## src/msa_params.svh

```systemverilog
// Purpose: constants for the micro address select block
// Assumes: bit n of the 16-bit address word, counted from the top, is vector index 15-n
// Notes: offsets are AXI4-Lite byte addresses
`ifndef MSA_PARAMS_SVH
`define MSA_PARAMS_SVH

`define MSA_ADDR_W 14
`define MSA_REG_W 16
`define MSA_JUMP_W 12
`define MSA_TBL_W 8
`define MSA_PHASE_W 3
`define MSA_PHASE_E0 3'h0
`define MSA_PHASE_E6 3'h6
`define MSA_PHASE_E7 3'h7
`define MSA_CLEAR_ADDR 14'h0000
`define MSA_REG_RESET 16'h0000
`define MSA_PANEL_LINES 12'h13f
`define MSA_OFF_ADDR 4'h0
`define MSA_OFF_PANEL 4'h4
`define MSA_OFF_CTRL 4'h8
`define MSA_OFF_BPCMP 4'hc
`define MSA_CTRL_DISP 0
`define MSA_RESP_OKAY 2'h0
`define MSA_RESP_SLVERR 2'h2
`define MSA_AXI_AW 4

`endif

```

## src/msa_pkg.sv

```systemverilog
// Purpose: shared types of the micro address select block
// Assumes: nothing
// Notes: source codes report which fan-in input was chosen
package msa_pkg;
   typedef enum logic [2:0] {
      MSA_SRC_INC,
      MSA_SRC_JUMP,
      MSA_SRC_ALU,
      MSA_SRC_START,
      MSA_SRC_HOLD,
      MSA_SRC_PANEL
   } msa_src_t;
endpackage

```

## src/msa_sel_if.sv

```systemverilog
// Purpose: carries source enables and data between core and fan-in
// Assumes: all signals change only at the clock
// Notes: purely combinational bundle
`timescale 1ns/10ps
`default_nettype none
`include "msa_params.svh"
interface msa_sel_if;
   logic [`MSA_ADDR_W-1:0] cur_addr;
   logic jump_en;
   logic [`MSA_JUMP_W-1:0] jump_addr;
   logic alu_en;
   logic [`MSA_ADDR_W-1:0] alu_data;
   logic start_en;
   logic [`MSA_ADDR_W-1:0] start_data;
   logic hold_en;
   logic [`MSA_ADDR_W-1:0] hold_data;
   logic panel_en;
   logic [`MSA_JUMP_W-1:0] panel_addr;
   logic [`MSA_ADDR_W-1:0] sel_addr;
   msa_pkg::msa_src_t sel_src;
   logic multi;
   modport core (output cur_addr, jump_en, jump_addr, alu_en, alu_data, start_en,
      start_data, hold_en, hold_data, panel_en, panel_addr, input sel_addr, sel_src, multi);
   modport fanin (input cur_addr, jump_en, jump_addr, alu_en, alu_data, start_en,
      start_data, hold_en, hold_data, panel_en, panel_addr, output sel_addr, sel_src, multi);
endinterface
`default_nettype wire
```

## src/msa_core.sv

```systemverilog
// Purpose: next micro address register with fan-in and AXI4-Lite view
// Assumes: TIME180_IN pulses once per minor cycle at the latch point
// Notes: register bit n, counted from the top, sits at vector index 15-n
// What this block does
// pick the 14-bit next address from several enabled sources
// with no source enabled, load current address plus one
// jump loads bits 4..15 only, bits 2 and 3 kept
// store op naming start register routes ALU data, not at E6/E7
// store ops copy the address register into the blockpoint hold register
// control store read takes B contents via ALU input
// new slice normally starts from the processor start register
// back-to-back with no other request takes blockpoint hold value
// panel start address loads bits 4..15 and zeroes bits 2 and 3, first 4096 words
// only panel lines 7 and 10..15 carry address, others load zero
// register is 16 bits: 14 address bits plus overflow and link flags
// panel breakpoint compares with flags forced zero unless displayed
// during reset and load flags show burst error and table loading
// bits 8..15 are the table address during table phases
// address updates at time 180 while latch enable is active
// panel control store access allows updates only at E0
// main memory access withholds the latch enable
// null slice and back-to-back E6/E7 withhold the latch enable
// load override clears the register to address zero
// source enables are exclusive; increment only when none active
`timescale 1ns/10ps
`default_nettype none
`include "msa_params.svh"
module msa_core (
   input wire logic CLK_IN,
   input wire logic RST_N_IN,
   input wire logic CE_IN,
   input wire logic TIME180_IN,
   input wire logic [`MSA_PHASE_W-1:0] PHASE_IN,
   input wire logic JUMP_LOAD_EN_IN,
   input wire logic [`MSA_JUMP_W-1:0] JUMP_ADDR_IN,
   input wire logic STORE_FROM_A_OP_IN,
   input wire logic STORE_FROM_B_OP_IN,
   input wire logic XFIELD_START_REG_IN,
   input wire logic CS_READ_OP_IN,
   input wire logic [`MSA_ADDR_W-1:0] ALU_DATA_IN,
   input wire logic SLICE_START_LOAD_EN_IN,
   input wire logic [`MSA_ADDR_W-1:0] START_REG_DATA_IN,
   input wire logic BACK_TO_BACK_SLICES_IN,
   input wire logic OTHER_REQUEST_IN,
   input wire logic [`MSA_ADDR_W-1:0] BLOCKPOINT_HOLD_IN,
   input wire logic PANEL_START_EN_IN,
   input wire logic PANEL_ACCESS_HOLD_IN,
   input wire logic MAIN_MEMORY_BUSY_IN,
   input wire logic NULL_SLICE_IN,
   input wire logic CS_LOAD_IN,
   input wire logic LOAD_OVERRIDE_IN,
   input wire logic ARITH_EXCESS_FLAG_IN,
   input wire logic LINK_FLAG_IN,
   input wire logic RESET_LOAD_IN,
   input wire logic BURST_ERR_IN,
   input wire logic TABLE_LOADING_IN,
   input wire logic BREAKPOINT_IN,
   input wire logic TABLE_PHASE_IN,
   input wire logic AWVALID_IN,
   input wire logic [`MSA_AXI_AW-1:0] AWADDR_IN,
   input wire logic WVALID_IN,
   input wire logic [31:0] WDATA_IN,
   input wire logic [3:0] WSTRB_IN,
   input wire logic BREADY_IN,
   input wire logic ARVALID_IN,
   input wire logic [`MSA_AXI_AW-1:0] ARADDR_IN,
   input wire logic RREADY_IN,
   output logic AWREADY_OUT,
   output logic WREADY_OUT,
   output logic BVALID_OUT,
   output logic [1:0] BRESP_OUT,
   output logic ARREADY_OUT,
   output logic RVALID_OUT,
   output logic [31:0] RDATA_OUT,
   output logic [1:0] RRESP_OUT,
   output logic [`MSA_REG_W-1:0] NEXT_ADDR_OUT,
   output logic [`MSA_REG_W-1:0] BP_COMPARE_OUT,
   output logic [`MSA_TBL_W-1:0] TABLE_ADDR_OUT,
   output logic TABLE_ADDR_VALID_OUT,
   output logic BP_HOLD_LOAD_OUT,
   output logic [`MSA_ADDR_W-1:0] BP_HOLD_DATA_OUT,
   output logic SEL_CLASH_OUT
);
   msa_sel_if sel ();
   logic [`MSA_REG_W-1:0] addr_reg;
   logic [`MSA_REG_W-1:0] addr_next;
   logic [`MSA_JUMP_W-1:0] panel_reg;
   logic disp_sel_reg;
   logic late_phase;
   logic store_op;
   logic latch_en;
   logic clear_now;
   logic update;
   logic [`MSA_REG_W-1:0] bp_next;
   logic aw_have_reg;
   logic w_have_reg;
   logic [`MSA_AXI_AW-1:0] aw_addr_reg;
   logic [31:0] w_data_reg;
   logic [3:0] w_strb_reg;
   logic [31:0] rd_next;
   logic [1:0] rresp_next;

   msa_fanin msa_fanin_inst (
      .sel(sel)
   );

   assign late_phase = (PHASE_IN == `MSA_PHASE_E6) || (PHASE_IN == `MSA_PHASE_E7);
   assign store_op = STORE_FROM_A_OP_IN || STORE_FROM_B_OP_IN;

   assign sel.cur_addr = addr_reg[`MSA_ADDR_W-1:0];
   assign sel.jump_en = JUMP_LOAD_EN_IN;
   assign sel.jump_addr = JUMP_ADDR_IN;
   assign sel.alu_en = (store_op && XFIELD_START_REG_IN && !late_phase)
      || CS_READ_OP_IN; // see
   assign sel.alu_data = ALU_DATA_IN;
   // back-to-back with nobody waiting reuses the blockpoint value
   assign sel.hold_en = SLICE_START_LOAD_EN_IN && BACK_TO_BACK_SLICES_IN
      && !OTHER_REQUEST_IN;
   assign sel.start_en = SLICE_START_LOAD_EN_IN && !sel.hold_en;
   assign sel.start_data = START_REG_DATA_IN;
   assign sel.hold_data = BLOCKPOINT_HOLD_IN;
   assign sel.panel_en = PANEL_START_EN_IN;
   assign sel.panel_addr = panel_reg;

   // hold conditions gate the latch point; override only acts during a load
   assign latch_en = !(PANEL_ACCESS_HOLD_IN && (PHASE_IN != `MSA_PHASE_E0))
      && !MAIN_MEMORY_BUSY_IN
      && !NULL_SLICE_IN && !(BACK_TO_BACK_SLICES_IN && late_phase);
   assign clear_now = CS_LOAD_IN && LOAD_OVERRIDE_IN;
   assign update = TIME180_IN && (latch_en || clear_now);

   always_comb begin
      addr_next[13:0] = clear_now ? `MSA_CLEAR_ADDR : sel.sel_addr; // see
      if (RESET_LOAD_IN) begin
         addr_next[15:14] = {BURST_ERR_IN, TABLE_LOADING_IN};
      end else begin
         addr_next[15:14] = {ARITH_EXCESS_FLAG_IN, LINK_FLAG_IN};
      end
   end

   always_ff @(posedge CLK_IN) begin
      if (!RST_N_IN) begin
         addr_reg <= `MSA_REG_RESET;
      end else if (CE_IN && update) begin
         addr_reg <= addr_next;
      end
   end

   // the hold copy tracks the register value that the store op produced
   always_ff @(posedge CLK_IN) begin
      if (!RST_N_IN) begin
         BP_HOLD_LOAD_OUT <= 1'b0;
         BP_HOLD_DATA_OUT <= `MSA_CLEAR_ADDR;
      end else if (CE_IN) begin
         BP_HOLD_LOAD_OUT <= update && store_op;
         if (update && store_op) begin
            BP_HOLD_DATA_OUT <= addr_next[13:0];
         end
      end
   end

   always_comb begin
      bp_next = addr_reg;
      if (BREAKPOINT_IN && !disp_sel_reg) begin
         bp_next = {2'b00, addr_reg[13:0]};
      end
   end

   always_ff @(posedge CLK_IN) begin
      if (!RST_N_IN) begin
         NEXT_ADDR_OUT <= `MSA_REG_RESET;
         BP_COMPARE_OUT <= `MSA_REG_RESET;
         TABLE_ADDR_OUT <= '0;
         TABLE_ADDR_VALID_OUT <= 1'b0;
         SEL_CLASH_OUT <= 1'b0;
      end else if (CE_IN) begin
         NEXT_ADDR_OUT <= addr_reg;
         BP_COMPARE_OUT <= bp_next;
         TABLE_ADDR_OUT <= addr_reg[7:0];
         TABLE_ADDR_VALID_OUT <= TABLE_PHASE_IN;
         SEL_CLASH_OUT <= sel.multi;
      end
   end

   // write channel: address and data taken in either order, one at a time
   always_ff @(posedge CLK_IN) begin
      if (!RST_N_IN) begin
         aw_have_reg <= 1'b0;
         w_have_reg <= 1'b0;
         aw_addr_reg <= '0;
         w_data_reg <= '0;
         w_strb_reg <= '0;
         AWREADY_OUT <= 1'b0;
         WREADY_OUT <= 1'b0;
         BVALID_OUT <= 1'b0;
         BRESP_OUT <= `MSA_RESP_OKAY;
      end else if (CE_IN) begin
         AWREADY_OUT <= !aw_have_reg && !(AWVALID_IN && AWREADY_OUT) && !BVALID_OUT;
         WREADY_OUT <= !w_have_reg && !(WVALID_IN && WREADY_OUT) && !BVALID_OUT;
         if (AWVALID_IN && AWREADY_OUT) begin
            aw_have_reg <= 1'b1;
            aw_addr_reg <= AWADDR_IN;
         end
         if (WVALID_IN && WREADY_OUT) begin
            w_have_reg <= 1'b1;
            w_data_reg <= WDATA_IN;
            w_strb_reg <= WSTRB_IN;
         end
         if (aw_have_reg && w_have_reg) begin
            aw_have_reg <= 1'b0;
            w_have_reg <= 1'b0;
            BVALID_OUT <= 1'b1;
            if ((aw_addr_reg == `MSA_OFF_PANEL) || (aw_addr_reg == `MSA_OFF_CTRL)) begin
               BRESP_OUT <= `MSA_RESP_OKAY;
            end else if (aw_addr_reg == `MSA_OFF_ADDR || aw_addr_reg == `MSA_OFF_BPCMP) begin
               BRESP_OUT <= `MSA_RESP_OKAY;
            end else begin
               BRESP_OUT <= `MSA_RESP_SLVERR;
            end
         end else if (BVALID_OUT && BREADY_IN) begin
            BVALID_OUT <= 1'b0;
         end
      end
   end

   always_ff @(posedge CLK_IN) begin
      if (!RST_N_IN) begin
         panel_reg <= '0;
         disp_sel_reg <= 1'b0;
      end else if (CE_IN && aw_have_reg && w_have_reg) begin
         if (aw_addr_reg == `MSA_OFF_PANEL) begin
            if (w_strb_reg[0]) begin
               panel_reg[7:0] <= w_data_reg[7:0] & 8'(`MSA_PANEL_LINES);
            end
            if (w_strb_reg[1]) begin
               panel_reg[11:8] <= w_data_reg[11:8] & 4'(`MSA_PANEL_LINES >> 8);
            end
         end else if (aw_addr_reg == `MSA_OFF_CTRL) begin
            if (w_strb_reg[0]) begin
               disp_sel_reg <= w_data_reg[`MSA_CTRL_DISP];
            end
         end
      end
   end

   always_comb begin
      rd_next = '0;
      rresp_next = `MSA_RESP_OKAY;
      if (ARADDR_IN == `MSA_OFF_ADDR) begin
         rd_next = {16'h0000, addr_reg};
      end else if (ARADDR_IN == `MSA_OFF_PANEL) begin
         rd_next = {20'h00000, panel_reg};
      end else if (ARADDR_IN == `MSA_OFF_CTRL) begin
         rd_next = {31'h00000000, disp_sel_reg};
      end else if (ARADDR_IN == `MSA_OFF_BPCMP) begin
         rd_next = {16'h0000, bp_next};
      end else begin
         rresp_next = `MSA_RESP_SLVERR;
      end
   end

   always_ff @(posedge CLK_IN) begin
      if (!RST_N_IN) begin
         ARREADY_OUT <= 1'b0;
         RVALID_OUT <= 1'b0;
         RDATA_OUT <= '0;
         RRESP_OUT <= `MSA_RESP_OKAY;
      end else if (CE_IN) begin
         ARREADY_OUT <= !RVALID_OUT && !(ARVALID_IN && ARREADY_OUT);
         if (ARVALID_IN && ARREADY_OUT) begin
            RVALID_OUT <= 1'b1;
            RDATA_OUT <= rd_next;
            RRESP_OUT <= rresp_next;
         end else if (RVALID_OUT && RREADY_IN) begin
            RVALID_OUT <= 1'b0;
         end
      end
   end
endmodule
`default_nettype wire

```

## src/msa_fanin.sv

```systemverilog
// Purpose: selects the next 14-bit control store address
// Assumes: at most one source enable per minor cycle
// Notes: a fixed priority keeps the result defined if enables collide
`timescale 1ns/10ps
`default_nettype none
`include "msa_params.svh"
module msa_fanin (
   msa_sel_if.fanin sel
);
   logic [`MSA_ADDR_W-1:0] incr;
   logic [2:0] n_en;

   // address bits 2..3 sit at [13:12]; the jump and panel fields only cover [11:0]
   assign incr = sel.cur_addr + `MSA_ADDR_W'(1);
   assign n_en = 3'(sel.jump_en) + 3'(sel.alu_en) + 3'(sel.start_en)
      + 3'(sel.hold_en) + 3'(sel.panel_en);
   assign sel.multi = (n_en > 3'h1);

   always_comb begin
      sel.sel_addr = incr;
      sel.sel_src = msa_pkg::MSA_SRC_INC;
      if (sel.panel_en) begin
         // panel sequences live in the first 4096 words
         sel.sel_addr = {2'b00, sel.panel_addr};
         sel.sel_src = msa_pkg::MSA_SRC_PANEL;
      end else if (sel.hold_en) begin
         sel.sel_addr = sel.hold_data;
         sel.sel_src = msa_pkg::MSA_SRC_HOLD;
      end else if (sel.start_en) begin
         sel.sel_addr = sel.start_data;
         sel.sel_src = msa_pkg::MSA_SRC_START;
      end else if (sel.alu_en) begin
         sel.sel_addr = sel.alu_data; // see
         sel.sel_src = msa_pkg::MSA_SRC_ALU;
      end else if (sel.jump_en) begin
         sel.sel_addr = {sel.cur_addr[13:12], sel.jump_addr};
         sel.sel_src = msa_pkg::MSA_SRC_JUMP;
      end
   end
endmodule
`default_nettype wire

```

## config.mk

```make
export PLATFORM = sky130hd
export DESIGN_NAME = msa_core
export DESIGN_NICKNAME = d
export VERILOG_FILES = /design/src/msa_pkg.sv /design/src/msa_sel_if.sv /design/src/msa_core.sv /design/src/msa_fanin.sv
export VERILOG_INCLUDE_DIRS = /design/src
export SDC_FILE = /design/constraint.sdc
export NUM_CORES = 1
export LEC_CHECK = 0
export BUFFER_PORTS_ARGS = -buffer_cell sky130_fd_sc_hd__buf_2
export CAP_MARGIN = 30
export CORE_ASPECT_RATIO = 0.9
export CORE_UTILIZATION = 49
export CTS_BUF_LIST = sky130_fd_sc_hd__clkbuf_8
export CTS_CLUSTER_DIAMETER = 200
export DETAILED_ROUTE_END_ITERATION = 8
export PLACE_DENSITY = 0.95
export SYNTH_ARGS = -nofsm -noshare
export SYNTH_HDL_FRONTEND = slang
export SYNTH_HIERARCHICAL = 1
export SYNTH_SLANG_ARGS = --single-unit
```

## constraint.sdc

```tcl
create_clock -name CLK_IN -period 2.5 [get_ports CLK_IN]
set_input_delay 0.375 -clock CLK_IN [delete_from_list [all_inputs] [get_ports CLK_IN]]
set_output_delay 0.375 -clock CLK_IN [all_outputs]
set_load 0.005 [all_outputs]
```

==> flow_metrics.env <==
export IMPL_timing_final_crit_share_pct=91.3
export IMPL_die_x_um=110
export IMPL_critPathCaptureType="flop"
export IMPL_antenna_found_initial=0
export IMPL_power_density_nw_per_um2=498
export IMPL_period_needed_ns=2.28
export IMPL_io_pins=229
export IMPL_clock_sinks=97
export IMPL_outcome="finished, final reports clean"
export IMPL_globalRouteMet3Util_pct=6.81
export IMPL_critPathMaxFanout=11
export IMPL_ant_nets=0
export IMPL_worst_slew_pin_slew_ns=0.985
export IMPL_finClkSkew_ns=0.00842
export IMPL_routed_wl_um=14800
export IMPL_drive_gt1_share_pct=29.3
export IMPL_coreArea_um2=9910
export IMPL_syn_to_final_growth_pct=20.5
export IMPL_portBuffers=183
export IMPL_crit_path_start_kind="flop"
export IMPL_nNetsFinal=906
export IMPL_ir_drop_mv=0.450
export IMPL_post_route_util_pct=62.1
export IMPL_grt_pass1_vias=4610
export IMPL_die_area_um2=10800
export IMPL_dp_cells=887
export IMPL_syn_area_um2=5110
export IMPL_grt_use_met1_pct=36.3
export IMPL_yosys_warnings=6
export IMPL_htreeDepth=3
export IMPL_cp_required_ns=2.75
export IMPL_firstDrtPassIters=5
export IMPL_cts_root_buf="clkbuf_8"
export IMPL_reg2reg_from="addr_reg[6]"
export IMPL_r2r_end="addr_reg[10]"
export IMPL_grt_max_degree=117
export IMPL_die_h_um=98.9
export IMPL_post_cts_buffers=0
export IMPL_hold_end="w_data_reg[5]"
export IMPL_fillCellCount=882
export IMPL_rsz0062_at_grt="false"
export IMPL_setup_viol=0
export IMPL_p_leak_uw=0.00276
export IMPL_drv_slew=0
export IMPL_cts_tree="yes"
export IMPL_clock_latency_ns=0.36
export IMPL_worst_hold_path_type="primary input to flop"
export IMPL_top_usage_layer="met2"
export IMPL_overflow=0
export IMPL_holdBufCountCts=0
export IMPL_min_from="WDATA_IN[5]"
export IMPL_via_count=5069
export IMPL_r2r_cells=6
export IMPL_final_cells=902
export IMPL_relSlewSlack_pct=34.4
export IMPL_rrSetupSlack_ns=0.22
export IMPL_routabilityCongestion=0.916
export IMPL_path_class="flop to flop"
export IMPL_grtUsageMet2_pct=44.3
export IMPL_vias_per_cell=5.62
export IMPL_max_cap_violations=0
export IMPL_rows=34
export IMPL_grt_pass1_wl_um=23000
export IMPL_cts_inserted_buffers=9
export IMPL_detail_route_wl_per_cell_um=16.4
export IMPL_initialDrtViolationCount=438
export IMPL_final_hold_viol_count=0
export IMPL_finalSetupTns_ns=0
export IMPL_path_clk_slew_ns=0.09
export IMPL_fmax_mhz=438
export IMPL_start_util_pct=51.5
export IMPL_ctsResizeCount=0
export IMPL_syn_avg_cell_area_um2=8.29
export IMPL_max_clock_path_buffers=2
export IMPL_arrival_ns=2.53
export IMPL_num_antenna_cells=0
export IMPL_synth_cells=616
export IMPL_track_usage_pct=27.5
export IMPL_critPathLaunch="addr_reg[6]"
export IMPL_min_path_cells=3
export IMPL_remaining_drc_errors=0
export IMPL_hpwl_um=11200
export IMPL_holdWs_ns=0.257
[worst max-delay path: stages (launching register included)]
cell,delay [ns]
dfxtp_1,0.50
nand3_1,0.41
o31a_1,0.42
a2111oi_2,0.41
o22ai_1,0.21
nand4_1,0.13
o21ai_0,0.10
[how the worst max path moves through the flow]
| stage | endpoint | slack, ns | cells after the start |
|---|---|---|---|
| floorplan | SEL_CLASH_OUT | 0.37 | 12 |
| global placement | BP_HOLD_DATA_OUT[11] | 0.17 | 11 |
| detailed placement | BP_HOLD_DATA_OUT[11] | 0.11 | 11 |
| CTS | addr_reg[10] | 0.30 | 6 |
| global route | addr_reg[12] | 0.06 | 6 |
| finish | addr_reg[10] | 0.22 | 6 |
[per-stage QoR]
step | worst slack [ns] | power (uW) | area [um^2]
6_report | 0.218 | 3060 | 6150
3_3_place_gp | 0.168 | 2070 | 5960
5_1_grt | 0.0573 | 3200 | 6150
4_1_cts | 0.304 | 3070 | 6150
3_5_place_dp | 0.112 | 2080 | 5960
2_1_floorplan | 0.372 | 1900 | 5190
[power by group]
part	switching, uW	leakage, uW	internal [uW]	total, uW
sequential	24.5	0.000784	1570	1590
combinational	256	0.00188	199	455
clock	532	0.0000958	483	1010
[layer usage]
layer	part of all wire, %	wire (um)
met4	2.4	348
met5	0	0
met1	41	6080
met2	47	6910
met3	9.6	1420
[placed cells by master (no fill, tap or decap), types with 5 or more instances in the layout]
cell type,instances
a222oi_1,6
o21ai_0,32
nand4_1,17
a21boi_0,14
nor3_1,13
nand2_1,95
a21oi_1,11
clkbuf_8,10
mux2i_1,29
nand2b_1,5
buf_2,183
dfxtp_1,97
buf_4,19
nand3_1,18
o21a_1,6
a22oi_1,13
inv_1,17
nor2_1,15
conb_1,23
nor2b_1,49
o22ai_1,23
[final cells by class]
| cell class | instances | area [um^2] | area share [%] |
|---|---|---|---|
| sequential | 97 | 1940 | 31.6 |
| clock buffer | 10 | 138 | 2.24 |
| tap | 126 | 158 | 2.56 |
| inverter | 17 | 63.8 | 1.04 |
| clock inverter | 5 | 57.6 | 0.935 |
| multi-input combinational | 444 | 2720 | 44.2 |
| timing repair buffer | 203 | 1080 | 17.5 |
Power figures use the tool's default switching activity.
